===== src/rtl/reconnection_element_pkg.sv =====
// constants, offsets and types of the reconnection release block
package reconnection_element_pkg;
  // ==========================================================
  // timing
  localparam int unsigned CLK_FREQ_KHZ = 200000;
  localparam int unsigned TICK_PERIOD_MS = 1000;
  localparam int unsigned TICK_CYCLES = TICK_PERIOD_MS * CLK_FREQ_KHZ;
  localparam int unsigned BLOCK_TIME_MIN = 10;
  localparam int unsigned QUAL_TIME_MIN = 5;
  localparam logic [15:0] BLOCK_TIME_DEF = 16'(BLOCK_TIME_MIN * 60);
  localparam logic [15:0] QUAL_TIME_DEF = 16'(QUAL_TIME_MIN * 60);
  // ==========================================================
  // band defaults: frequency in mHz, voltage in units of 10 V
  localparam logic [15:0] FREQ_LO_DEF = 16'hB98C;
  localparam logic [15:0] FREQ_HI_DEF = 16'hC92C;
  localparam logic [15:0] VOLT_LO_DEF = 16'h2486;
  localparam logic [15:0] VOLT_HI_DEF = 16'h319C;
  // ==========================================================
  // register byte offsets
  localparam logic [7:0] OFS_CTRL = 8'h00;
  localparam logic [7:0] OFS_TRIG_MASK = 8'h04;
  localparam logic [7:0] OFS_BLOCK_TIME = 8'h08;
  localparam logic [7:0] OFS_QUAL_TIME = 8'h0C;
  localparam logic [7:0] OFS_FREQ_LO = 8'h10;
  localparam logic [7:0] OFS_FREQ_HI = 8'h14;
  localparam logic [7:0] OFS_VOLT_LO = 8'h18;
  localparam logic [7:0] OFS_VOLT_HI = 8'h1C;
  localparam logic [7:0] OFS_STATUS = 8'h20;
  localparam logic [7:0] OFS_INT_STATUS = 8'h24;
  localparam logic [7:0] OFS_INT_MASK = 8'h28;
  localparam logic [7:0] OFS_LAST = 8'h28;
  // ==========================================================
  // fields
  localparam int CTRL_EXT_EN_BIT = 0;
  localparam int CTRL_COND_LSB = 1;
  localparam int CTRL_AVG_BIT = 3;
  localparam int CTRL_SWTRIG_BIT = 4;
  localparam logic [7:0] TRIG_MASK_DEF = 8'h3F;
  localparam int NUM_DECOUPLE = 6;
  localparam int INT_DECOUPLE = 0;
  localparam int INT_RELEASE = 1;
  localparam int INT_RESTART = 2;
  localparam logic [1:0] RESP_OKAY = 2'h0;
  localparam logic [1:0] RESP_SLVERR = 2'h2;
  // ==========================================================
  // types
  typedef enum logic [1:0] {
    COND_INTERNAL = 2'h0,
    COND_EXTERNAL = 2'h1,
    COND_BOTH = 2'h2
  } cond_type;
  typedef enum logic [2:0] {
    ST_BLOCK = 3'h1,
    ST_WAIT = 3'h2,
    ST_RELEASED = 3'h4
  } state_type;
endpackage : reconnection_element_pkg


===== src/rtl/band_check.sv =====
// acceptance window check of three line voltages and frequency
`timescale 1ns/100ps
module band_check
  import reconnection_element_pkg::*;
(
  input wire logic [15:0] volt_ab,
  input wire logic [15:0] volt_bc,
  input wire logic [15:0] volt_ca,
  input wire logic [15:0] freq,
  input wire logic [15:0] volt_lo,
  input wire logic [15:0] volt_hi,
  input wire logic [15:0] freq_lo,
  input wire logic [15:0] freq_hi,
  output logic in_band
);
  // ==========================================================
  // per-value window test
  function automatic logic inside_win(input logic [15:0] v, input logic [15:0] lo,
                                      input logic [15:0] hi);
    inside_win = (v >= lo) && (v <= hi);
  endfunction : inside_win

  logic [15:0] volt_arr [3];
  logic [2:0] volt_ok;

  assign volt_arr[0] = volt_ab;
  assign volt_arr[1] = volt_bc;
  assign volt_arr[2] = volt_ca;

  // every line-to-line voltage must sit in its window
  for (genvar i = 0; i < 3; i++) begin : g_volt
    assign volt_ok[i] = inside_win(volt_arr[i], volt_lo, volt_hi);
  end

  // combined acceptance
  assign in_band = (&volt_ok) && inside_win(freq, freq_lo, freq_hi);
endmodule : band_check


===== src/rtl/grid_reconnection_release.sv =====
// reconnection release logic with axi4-lite register slave
// Overview of operation
// - Starts come from six decoupling elements, digital input, logic or supervisory command.
// - After decoupling the release is held blocked for a settable time, ten minutes by default.
// - Internal release needs voltage and frequency in band without a break for a settable time.
// - Voltages judged are the mains-side line-to-line values plus mains frequency.
// - A coupling-point breaker trip needs manual reconnection and gets no blocking logic here.
// - The release condition selects internal, external or both together.
// - Internal mode decides release from the block's own mains-side voltage measurement.
// - With the external function enabled, external and both modes use the remote release input; internal mode ignores it.
// - Both mode releases only while internal and external release hold together.
// - Assigned triggers are OR-ed and any one starts the blocking timer.
// - No release can happen before the blocking timer has fully run out.
// - Leaving the band before the blocking time ends restarts that timer from zero.
// - Settable lower and upper limits for voltage and frequency form the window.
// - Default window is 47.5 to 51.5 Hz with five minutes of qualification.
// - In averaged mode internal release uses one-minute average voltages.
//
// The register addresses and the AXI4-Lite slave port were chosen for this implementation.
`timescale 1ns/100ps
module grid_reconnection_release
  import reconnection_element_pkg::*;
#(
  parameter int unsigned TICK_CYCLES_P = TICK_CYCLES
) (
  input wire logic mclk,
  input wire logic rstn,
  input wire logic [NUM_DECOUPLE-1:0] decouple_trig,
  input wire logic digital_trig,
  input wire logic logic_trig,
  input wire logic external_release_input,
  input wire logic [15:0] volt_ab,
  input wire logic [15:0] volt_bc,
  input wire logic [15:0] volt_ca,
  input wire logic [15:0] volt_ab_avg,
  input wire logic [15:0] volt_bc_avg,
  input wire logic [15:0] volt_ca_avg,
  input wire logic [15:0] mains_freq,
  output logic reconnect_release,
  output logic release_blocked,
  output logic irq,
  input wire logic [7:0] s_axi_awaddr,
  input wire logic s_axi_awvalid,
  output logic s_axi_awready,
  input wire logic [31:0] s_axi_wdata,
  input wire logic [3:0] s_axi_wstrb,
  input wire logic s_axi_wvalid,
  output logic s_axi_wready,
  output logic [1:0] s_axi_bresp,
  output logic s_axi_bvalid,
  input wire logic s_axi_bready,
  input wire logic [7:0] s_axi_araddr,
  input wire logic s_axi_arvalid,
  output logic s_axi_arready,
  output logic [31:0] s_axi_rdata,
  output logic [1:0] s_axi_rresp,
  output logic s_axi_rvalid,
  input wire logic s_axi_rready
);
  // ==========================================================
  // declarations
  logic awready_ff, wready_ff, bvalid_ff, arready_ff, rvalid_ff;
  logic aw_got_ff, w_got_ff, ar_got_ff;
  logic [7:0] awaddr_ff, araddr_ff;
  logic [31:0] wdata_ff, rdata_ff;
  logic [3:0] wstrb_ff;
  logic [1:0] bresp_ff, rresp_ff;
  logic ext_en_ff, avg_ff, sw_trig_ff;
  logic [1:0] cond_ff;
  logic [7:0] trig_mask_ff;
  logic [15:0] block_time_ff, qual_time_ff;
  logic [15:0] freq_lo_ff, freq_hi_ff, volt_lo_ff, volt_hi_ff;
  logic [2:0] ists_ff, imask_ff;
  logic irq_ff, release_ff, blocked_ff;
  state_type state_ff;
  logic [15:0] block_cnt_ff, qual_cnt_ff;
  logic [31:0] tick_cnt_ff;
  logic tick_ff;
  logic wr_fire, trig_any, in_band, block_done, qual_done, int_ok, ext_ok, rel_cond;
  logic [15:0] sel_ab, sel_bc, sel_ca;
  logic [31:0] wr_word;
  logic [2:0] ists_set;

  // ==========================================================
  // address decode and strobe merge
  function automatic logic reg_hit(input logic [7:0] addr);
    reg_hit = (addr[1:0] == 2'h0) && (addr <= OFS_LAST);
  endfunction : reg_hit

  function automatic logic [31:0] merge_strb(input logic [31:0] old_w,
                                             input logic [31:0] new_w,
                                             input logic [3:0] strb);
    merge_strb = old_w;
    for (int b = 0; b < 4; b++) begin
      if (strb[b]) begin
        merge_strb[b*8 +: 8] = new_w[b*8 +: 8];
      end
    end
  endfunction : merge_strb

  function automatic logic [31:0] reg_value(input logic [7:0] addr);
    case (addr)
      OFS_CTRL: reg_value = {27'h0, 1'b0, avg_ff, cond_ff, ext_en_ff};
      OFS_TRIG_MASK: reg_value = {24'h0, trig_mask_ff};
      OFS_BLOCK_TIME: reg_value = {16'h0, block_time_ff};
      OFS_QUAL_TIME: reg_value = {16'h0, qual_time_ff};
      OFS_FREQ_LO: reg_value = {16'h0, freq_lo_ff};
      OFS_FREQ_HI: reg_value = {16'h0, freq_hi_ff};
      OFS_VOLT_LO: reg_value = {16'h0, volt_lo_ff};
      OFS_VOLT_HI: reg_value = {16'h0, volt_hi_ff};
      OFS_STATUS: reg_value = {26'h0, trig_any, external_release_input, in_band, int_ok,
                               blocked_ff, release_ff};
      OFS_INT_STATUS: reg_value = {29'h0, ists_ff};
      OFS_INT_MASK: reg_value = {29'h0, imask_ff};
      default: reg_value = 32'h0000_0000;
    endcase
  endfunction : reg_value

  assign wr_fire = aw_got_ff && w_got_ff && !bvalid_ff;
  always_comb wr_word = merge_strb(reg_value(awaddr_ff), wdata_ff, wstrb_ff); // sees regs in fn

  // ==========================================================
  // axi write channels
  always_ff @(posedge mclk or negedge rstn) begin
    if (!rstn) begin
      awready_ff <= 1'b0;
      wready_ff <= 1'b0;
      aw_got_ff <= 1'b0;
      w_got_ff <= 1'b0;
      awaddr_ff <= 8'h00;
      wdata_ff <= 32'h0000_0000;
      wstrb_ff <= 4'h0;
      bvalid_ff <= 1'b0;
      bresp_ff <= RESP_OKAY;
    end else begin
      if (s_axi_awvalid && awready_ff) begin
        awaddr_ff <= s_axi_awaddr;
        aw_got_ff <= 1'b1;
        awready_ff <= 1'b0;
      end else if (!aw_got_ff) begin
        awready_ff <= 1'b1;
      end
      if (s_axi_wvalid && wready_ff) begin
        wdata_ff <= s_axi_wdata;
        wstrb_ff <= s_axi_wstrb;
        w_got_ff <= 1'b1;
        wready_ff <= 1'b0;
      end else if (!w_got_ff) begin
        wready_ff <= 1'b1;
      end
      if (wr_fire) begin
        aw_got_ff <= 1'b0;
        w_got_ff <= 1'b0;
        bvalid_ff <= 1'b1;
        bresp_ff <= reg_hit(awaddr_ff) ? RESP_OKAY : RESP_SLVERR;
      end else if (bvalid_ff && s_axi_bready) begin
        bvalid_ff <= 1'b0;
      end
    end
  end

  // ==========================================================
  // axi read channels
  always_ff @(posedge mclk or negedge rstn) begin
    if (!rstn) begin
      arready_ff <= 1'b0;
      ar_got_ff <= 1'b0;
      araddr_ff <= 8'h00;
      rvalid_ff <= 1'b0;
      rdata_ff <= 32'h0000_0000;
      rresp_ff <= RESP_OKAY;
    end else begin
      if (s_axi_arvalid && arready_ff) begin
        araddr_ff <= s_axi_araddr;
        ar_got_ff <= 1'b1;
        arready_ff <= 1'b0;
      end else if (!ar_got_ff) begin
        arready_ff <= 1'b1;
      end
      if (ar_got_ff && !rvalid_ff) begin
        ar_got_ff <= 1'b0;
        rvalid_ff <= 1'b1;
        rdata_ff <= reg_value(araddr_ff);
        rresp_ff <= reg_hit(araddr_ff) ? RESP_OKAY : RESP_SLVERR;
      end else if (rvalid_ff && s_axi_rready) begin
        rvalid_ff <= 1'b0;
      end
    end
  end

  // ==========================================================
  // configuration registers
  always_ff @(posedge mclk or negedge rstn) begin
    if (!rstn) begin
      ext_en_ff <= 1'b0;
      cond_ff <= COND_INTERNAL;
      avg_ff <= 1'b0;
      sw_trig_ff <= 1'b0;
      trig_mask_ff <= TRIG_MASK_DEF;
      block_time_ff <= BLOCK_TIME_DEF;
      qual_time_ff <= QUAL_TIME_DEF;
      freq_lo_ff <= FREQ_LO_DEF;
      freq_hi_ff <= FREQ_HI_DEF;
      volt_lo_ff <= VOLT_LO_DEF;
      volt_hi_ff <= VOLT_HI_DEF;
      imask_ff <= 3'h0;
    end else begin
      sw_trig_ff <= 1'b0;
      if (wr_fire) begin
        case (awaddr_ff)
          OFS_CTRL: begin
            ext_en_ff <= wr_word[CTRL_EXT_EN_BIT];
            cond_ff <= wr_word[CTRL_COND_LSB +: 2];
            avg_ff <= wr_word[CTRL_AVG_BIT];
            sw_trig_ff <= wr_word[CTRL_SWTRIG_BIT];
          end
          OFS_TRIG_MASK: trig_mask_ff <= wr_word[7:0];
          OFS_BLOCK_TIME: block_time_ff <= wr_word[15:0];
          OFS_QUAL_TIME: qual_time_ff <= wr_word[15:0];
          OFS_FREQ_LO: freq_lo_ff <= wr_word[15:0];
          OFS_FREQ_HI: freq_hi_ff <= wr_word[15:0];
          OFS_VOLT_LO: volt_lo_ff <= wr_word[15:0];
          OFS_VOLT_HI: volt_hi_ff <= wr_word[15:0];
          OFS_INT_MASK: imask_ff <= wr_word[2:0];
          default: ;
        endcase
      end
    end
  end

  // ==========================================================
  // sticky interrupt flags, set beats write-one clear
  assign ists_set[INT_DECOUPLE] = trig_any;
  assign ists_set[INT_RELEASE] = (state_ff == ST_WAIT) && rel_cond && !trig_any;
  assign ists_set[INT_RESTART] = (state_ff == ST_BLOCK) && !in_band && (block_cnt_ff != 16'h0);

  always_ff @(posedge mclk or negedge rstn) begin
    if (!rstn) begin
      ists_ff <= 3'h0;
      irq_ff <= 1'b0;
    end else begin
      if (wr_fire && (awaddr_ff == OFS_INT_STATUS)) begin
        ists_ff <= (ists_ff & ~wr_word[2:0]) | ists_set;
      end else begin
        ists_ff <= ists_ff | ists_set;
      end
      irq_ff <= |(ists_ff & imask_ff);
    end
  end

  // ==========================================================
  // one-second tick
  always_ff @(posedge mclk or negedge rstn) begin
    if (!rstn) begin
      tick_cnt_ff <= 32'h0000_0000;
      tick_ff <= 1'b0;
    end else if (tick_cnt_ff >= 32'(TICK_CYCLES_P - 1)) begin
      tick_cnt_ff <= 32'h0000_0000;
      tick_ff <= 1'b1;
    end else begin
      tick_cnt_ff <= tick_cnt_ff + 32'h0000_0001;
      tick_ff <= 1'b0;
    end
  end

  // ==========================================================
  // trigger combine and voltage source
  assign trig_any = |(decouple_trig & trig_mask_ff[NUM_DECOUPLE-1:0])
                    || (digital_trig && trig_mask_ff[NUM_DECOUPLE])
                    || (logic_trig && trig_mask_ff[NUM_DECOUPLE+1])
                    || sw_trig_ff;
  // a coupling-point breaker trip is left to manual reconnection
  assign sel_ab = avg_ff ? volt_ab_avg : volt_ab;
  assign sel_bc = avg_ff ? volt_bc_avg : volt_bc;
  assign sel_ca = avg_ff ? volt_ca_avg : volt_ca;

  band_check u_band (
    .volt_ab(sel_ab),
    .volt_bc(sel_bc),
    .volt_ca(sel_ca),
    .freq(mains_freq),
    .volt_lo(volt_lo_ff),
    .volt_hi(volt_hi_ff),
    .freq_lo(freq_lo_ff),
    .freq_hi(freq_hi_ff),
    .in_band(in_band)
  );

  // ==========================================================
  // blocking and qualification timers
  assign block_done = block_cnt_ff >= block_time_ff;
  assign qual_done = qual_cnt_ff >= qual_time_ff;
  assign int_ok = qual_done && in_band;
  assign ext_ok = ext_en_ff && external_release_input;

  always_ff @(posedge mclk or negedge rstn) begin
    if (!rstn) begin
      block_cnt_ff <= 16'h0000;
    end else if (trig_any || ((state_ff == ST_BLOCK) && !in_band)) begin
      block_cnt_ff <= 16'h0000;
    end else if ((state_ff == ST_BLOCK) && tick_ff && !block_done) begin
      block_cnt_ff <= block_cnt_ff + 16'h0001;
    end
  end

  always_ff @(posedge mclk or negedge rstn) begin
    if (!rstn) begin
      qual_cnt_ff <= 16'h0000;
    end else if (trig_any || !in_band) begin
      qual_cnt_ff <= 16'h0000;
    end else if (tick_ff && !qual_done) begin
      qual_cnt_ff <= qual_cnt_ff + 16'h0001;
    end
  end

  // ==========================================================
  // release condition select
  always_comb begin
    case (cond_ff)
      COND_INTERNAL: rel_cond = int_ok;
      COND_EXTERNAL: rel_cond = ext_ok;
      COND_BOTH: rel_cond = int_ok && ext_ok;
      default: rel_cond = 1'b0;
    endcase
  end

  // ==========================================================
  // release state machine
  always_ff @(posedge mclk or negedge rstn) begin
    if (!rstn) begin
      state_ff <= ST_BLOCK;
      release_ff <= 1'b0;
      blocked_ff <= 1'b1;
    end else if (trig_any) begin
      state_ff <= ST_BLOCK;
      release_ff <= 1'b0;
      blocked_ff <= 1'b1;
    end else begin
      case (state_ff)
        ST_BLOCK: begin
          if (block_done) begin
            state_ff <= ST_WAIT;
            blocked_ff <= 1'b0;
          end
        end
        ST_WAIT: begin
          if (rel_cond) begin
            state_ff <= ST_RELEASED;
            release_ff <= 1'b1;
          end
        end
        ST_RELEASED: begin
          if (!rel_cond) begin
            state_ff <= ST_WAIT;
            release_ff <= 1'b0;
          end
        end
        default: begin
          state_ff <= ST_BLOCK;
          release_ff <= 1'b0;
          blocked_ff <= 1'b1;
        end
      endcase
    end
  end

  // ==========================================================
  // outputs
  assign reconnect_release = release_ff;
  assign release_blocked = blocked_ff;
  assign irq = irq_ff;
  assign s_axi_awready = awready_ff;
  assign s_axi_wready = wready_ff;
  assign s_axi_bvalid = bvalid_ff;
  assign s_axi_bresp = bresp_ff;
  assign s_axi_arready = arready_ff;
  assign s_axi_rvalid = rvalid_ff;
  assign s_axi_rdata = rdata_ff;
  assign s_axi_rresp = rresp_ff;

  // ==========================================================
  // checks
  a_trig_drops_release: assert property (@(posedge mclk) disable iff (!rstn)
    trig_any |=> (!release_ff && (state_ff == ST_BLOCK) && (block_cnt_ff == 16'h0)))
    else $error("trigger did not drop release and restart blocking");
  a_trig_sets_flag: assert property (@(posedge mclk) disable iff (!rstn)
    trig_any |=> ists_ff[INT_DECOUPLE])
    else $error("trigger did not set decoupling flag");
  a_band_restarts: assert property (@(posedge mclk) disable iff (!rstn)
    ((state_ff == ST_BLOCK) && !in_band) |=> (block_cnt_ff == 16'h0))
    else $error("blocking timer not restarted on band loss");
  a_release_after_block: assert property (@(posedge mclk) disable iff (!rstn)
    $rose(release_ff) |-> ($past(block_cnt_ff) >= $past(block_time_ff)))
    else $error("release before blocking time elapsed");
  a_internal_qualified: assert property (@(posedge mclk) disable iff (!rstn)
    ($rose(release_ff) && ($past(cond_ff) == COND_INTERNAL))
      |-> ($past(qual_cnt_ff) >= $past(qual_time_ff)))
    else $error("internal release without qualification time");
  a_both_needs_and: assert property (@(posedge mclk) disable iff (!rstn)
    ((cond_ff == COND_BOTH) && !(int_ok && ext_ok)) |=> !release_ff)
    else $error("both mode released without both conditions");
  a_ext_needs_enable: assert property (@(posedge mclk) disable iff (!rstn)
    ((cond_ff == COND_EXTERNAL) && !ext_en_ff) |=> !release_ff)
    else $error("external release without function enable");
  a_band_freq_low: assert property (@(posedge mclk) disable iff (!rstn)
    ((mains_freq < freq_lo_ff) || (mains_freq > freq_hi_ff)) |-> (!in_band && !int_ok))
    else $error("frequency outside limits accepted");
  a_avg_source: assert property (@(posedge mclk) disable iff (!rstn)
    avg_ff |-> ((sel_ab == volt_ab_avg) && (sel_ca == volt_ca_avg)))
    else $error("averaged mode not using average voltages");
  a_block_tick_step: assert property (@(posedge mclk) disable iff (!rstn)
    (!tick_ff && !trig_any && (state_ff == ST_BLOCK) && in_band)
      |=> (block_cnt_ff == $past(block_cnt_ff)))
    else $error("blocking timer moved without a tick");
endmodule : grid_reconnection_release


===== config.mk =====
export PLATFORM = sky130hd
export DESIGN_NAME = grid_reconnection_release
export DESIGN_NICKNAME = d
export VERILOG_FILES = /design/src/rtl/reconnection_element_pkg.sv /design/src/rtl/band_check.sv /design/src/rtl/grid_reconnection_release.sv
export SDC_FILE = /design/constraint.sdc
export NUM_CORES = 1
export LEC_CHECK = 0
export BUFFER_PORTS_ARGS = -buffer_cell sky130_fd_sc_hd__buf_4
export CAP_MARGIN = 20
export CORE_MARGIN = 2
export CORE_UTILIZATION = 45
export DETAILED_ROUTE_END_ITERATION = 6
export GPL_ROUTABILITY_DRIVEN = 0
export GPL_TIMING_DRIVEN = 0
export HOLD_SLACK_MARGIN = 0.15
export PLACE_DENSITY = 0.71
export SYNTH_ARGS = -nofsm -noshare
export SYNTH_HDL_FRONTEND = slang
export SYNTH_SLANG_ARGS = --single-unit

===== constraint.sdc =====
create_clock -name mclk -period 13 [get_ports mclk]
set_clock_uncertainty 0.2 [all_clocks]
set_input_delay 1.95 -clock mclk [delete_from_list [all_inputs] [get_ports mclk]]
set_output_delay 1.95 -clock mclk [all_outputs]
set_load 0.02 [all_outputs]

==> impl_metrics.csv <==
group,metric,value,unit
global_route,grt_util_met1,32.13,%
worst_setup_path,r2r_slack,7.54,ns
global_route,grt_pass1_vias,14159,
power,powerDensity,156.5,nW/µm²
synth,ys_seq_elements,246,
cts,hold_buffers,0,
global_route,top_usage_layer,"met2",
power,total_leakage_power,8.204,nW
cts,postCtsResizedCells,0,
outcome,status,"complete, but fails checks",
synth,yosysTopAreaCell,"dfrtp_1",
routing,route.detailed.drc,12,
power,total_power,2.939,mW
timing,timing.fmax,183.2,MHz
worst_setup_path,cp.required,13.26,ns
synth,synth-seq-area-share,39.48,%
timing,hold_violations,0,
cells_and_area,n_fill_cell,3033,
timing,fin_crit,5.458,ns
global_route,grt_pass1_wl,74260,µm
cts,post_cts_buffers,0,
global_route,use_met2,43.99,%
floorplanning,ios,224,
synth,syn_avg_cell_area,9.390,µm²
cts,clk_pin_slew,0.07,ns
cells_and_area,antenna_cells,0,
worst_setup_path,arrival,5.71,ns
cells_and_area,nNetsFinal,2259,
synth,synth_area,15730,µm²
synth,synth_common_cells,"dfrtp_1, nand2_1, ha_1",
global_route,antenna_found_initial,0,
placement,dpl.hpwl,37540,µm
synth,synth_top_area_share,32.30,%
cts,cts.htree.levels,1,
hold_path,min-delay-start,"w_got_ff",
synth,ys_types,66,
worst_setup_path,start_kind,"flip-flop",
cts,cts_root_buf,"clkbuf_16",
floorplanning,fp-row-count,68,
timing,relSlewSlack,30.31,%
routing,num_vias,14168,
floorplanning,dieHeight,191.0,µm
cells_and_area,area.growth.synth_to_final,19.37,%
cells_and_area,final_layout_size_suffix_gt1_share,21.10,%
timing,tns,0,ns
routing,dr.pass1.iters,7,
worst_setup_path,worst_setup_path_end_kind,"flip-flop",
timing,rsz0062_at_grt,"no",
synth,synthCells,1675,
placement,portBuffers,187,
worst_setup_path,critPathLaunch,"avg_ff",
floorplanning,start_util,45.65,%
timing,finalSetupViolCount,0,
routing,ant_nets,0,
routing,vias_per_cell,5.931,
worst_setup_path,path_class,"flip-flop to flip-flop",
floorplanning,core,34460,µm²
synth,synthFlopType,"dfrtp_1",
worst_setup_path,worst-path-max-fanout,10,
routing,routedWlPerCell,19.84,µm
synth,synthArstFlopShare,100.0,%
global_route,grt-ovfl-total,0,
run,cap_violations,0,
cts,clk_latency,0.55,ns
hold_path,hold_class,"flip-flop to flip-flop",
cts,cts_sinks,246,
global_route,grt_usage,25.70,%
cts,clockBufferDepth,3,
cts,cts_buffers,26,
floorplanning,die_w,191.0,µm
global_route,grt_max_degree,108,
worst_setup_path,timing.rr.start,"avg_ff",
global_route,grt_use_met3,2.754,%
outcome,violations,"DRC",
synth,synth_edf_count,0,
floorplanning,die_area,36460,µm²
routing,dr.first_iter.drc_count,1531,
synth,synth_area_leaders,"dfrtp_1, ha_1, dfstp_2",
timing,worstMarginPinSlew,1.037,ns
timing,drv_slew,0,
cts,cts_tree,"built",
routing,wl,47400,µm
synth,synth_warnings,0,
power,ir_worst_vdd,0.00009738,V
synth,yosysMostFrequentCell,"dfrtp_1",
timing,finalCritPeriodShare,41.99,%
==> sequential cells by signal (all words and copies together) (netlist names), 8 cells and up <==
name           flops
qual_cnt_ff       16
block_time_ff     16
araddr_ff          8
freq_hi_ff        16
volt_lo_ff        16
freq_lo_ff        16
volt_hi_ff        16
tick_cnt_ff       32
awaddr_ff          8
s_axi_rdata       16
block_cnt_ff      16
qual_time_ff      16
trig_mask_ff       8
wdata_ff          16
==> cell families after synthesis <==
logic type | after synthesis | share of synthesized area [%]
and+or+nand+nor | 496 | 14.92
AOI/OAI and AO/OA | 412 | 16.91
DFF | 246 | 39.48
buffers and inverters | 199 | 5.250
adders and majority gates | 164 | 13.05
muxes | 108 | 7.645
xor gates and xnor gates | 49 | 2.728
other | 1 | 0.02384
==> metrics by stage <==
stage / setup WS (ns) / util, % / hold slack, ns / cell area [µm²] / std cells
after floorplan: 8.018 / - / 0.2459 / 15810 / 1696
after global placement: 7.242 / 51.60 / 0.2665 / 17780 / 2338
after detailed placement: 7.179 / 51.80 / 0.2726 / 17850 / 2340
after CTS: 7.485 / 54.46 / 0.2858 / 18770 / 2387
after global routing: 7.213 / 54.49 / 0.3128 / 18780 / 2389
final: 7.542 / 54.49 / 0.2789 / 18780 / 2389
==> where the power goes <==
part	internal (mW)	switching, mW
registers	0.950	0.197
clock network	0.477	0.318
logic	0.403	0.594
==> path summary, 6_finish.rpt <==
check | to | cells after the start
setup / recovery | state_ff[2] | 13
max in group asynchronous | freq_lo_ff[13] | 3
min in group asynchronous | s_axi_bvalid | 1
hold reg to reg | s_axi_wready | 1
hold / removal | s_axi_wready | 1
setup reg to reg | state_ff[2] | 13
==> critical path, cell delays in order, from the launching register on <==
cell and delay, ns:
dfrtp_1 0.33, clkbuf_1 0.29, buf_1 0.49, buf_1 0.64, mux2_2 0.44, ha_1 0.32
nand4_1 0.19, nor4_1 0.31, a211oi_1 0.13, or4_1 0.48, nor4_4 0.67, a31oi_1 0.29
or2_1 0.33, nor4_2 0.21
==> layout by cell type (no fill, tap or decap), drive strengths merged, types with 39 or more instances in the layout <==
cell type / Yosys / routed
o21ai: 157 / 157
nor2: 123 / 123
mux2: 97 / 97
clkbuf: 51 / 88
a22oi: 52 / 52
a21oi: 69 / 69
nand4: 55 / 55
dfstp: 43 / 43
nand2: 176 / 176
dfrtp: 203 / 203
ha: 164 / 164
nand3: 39 / 39
buf: 28 / 218
inv: 120 / 120
==> layer usage <==
metal	vias up	routed length (µm)
li1	6575	-
met1	6721	18730
met2	705	22370
met3	167	3800
met4	0	2498
met5	-	0
==> cell type report <==
| class | count | area (µm²) | area share, % |
|---|---|---|---|
| Inverter | 120 | 450.4 | 2.399 |
| Clock buffer | 36 | 738.2 | 3.932 |
| Buffer | 79 | 375.4 | 1.999 |
| Clock inverter | 11 | 177.7 | 0.9463 |
| Multi-Input combinational cell | 1251 | 8778 | 46.75 |
| Timing Repair Buffer | 191 | 1476 | 7.864 |
| Sequential cell | 246 | 6210 | 33.07 |
| Tap cell | 455 | 569.3 | 3.032 |
No activity file was read; power rests on OpenSTA's default activity.
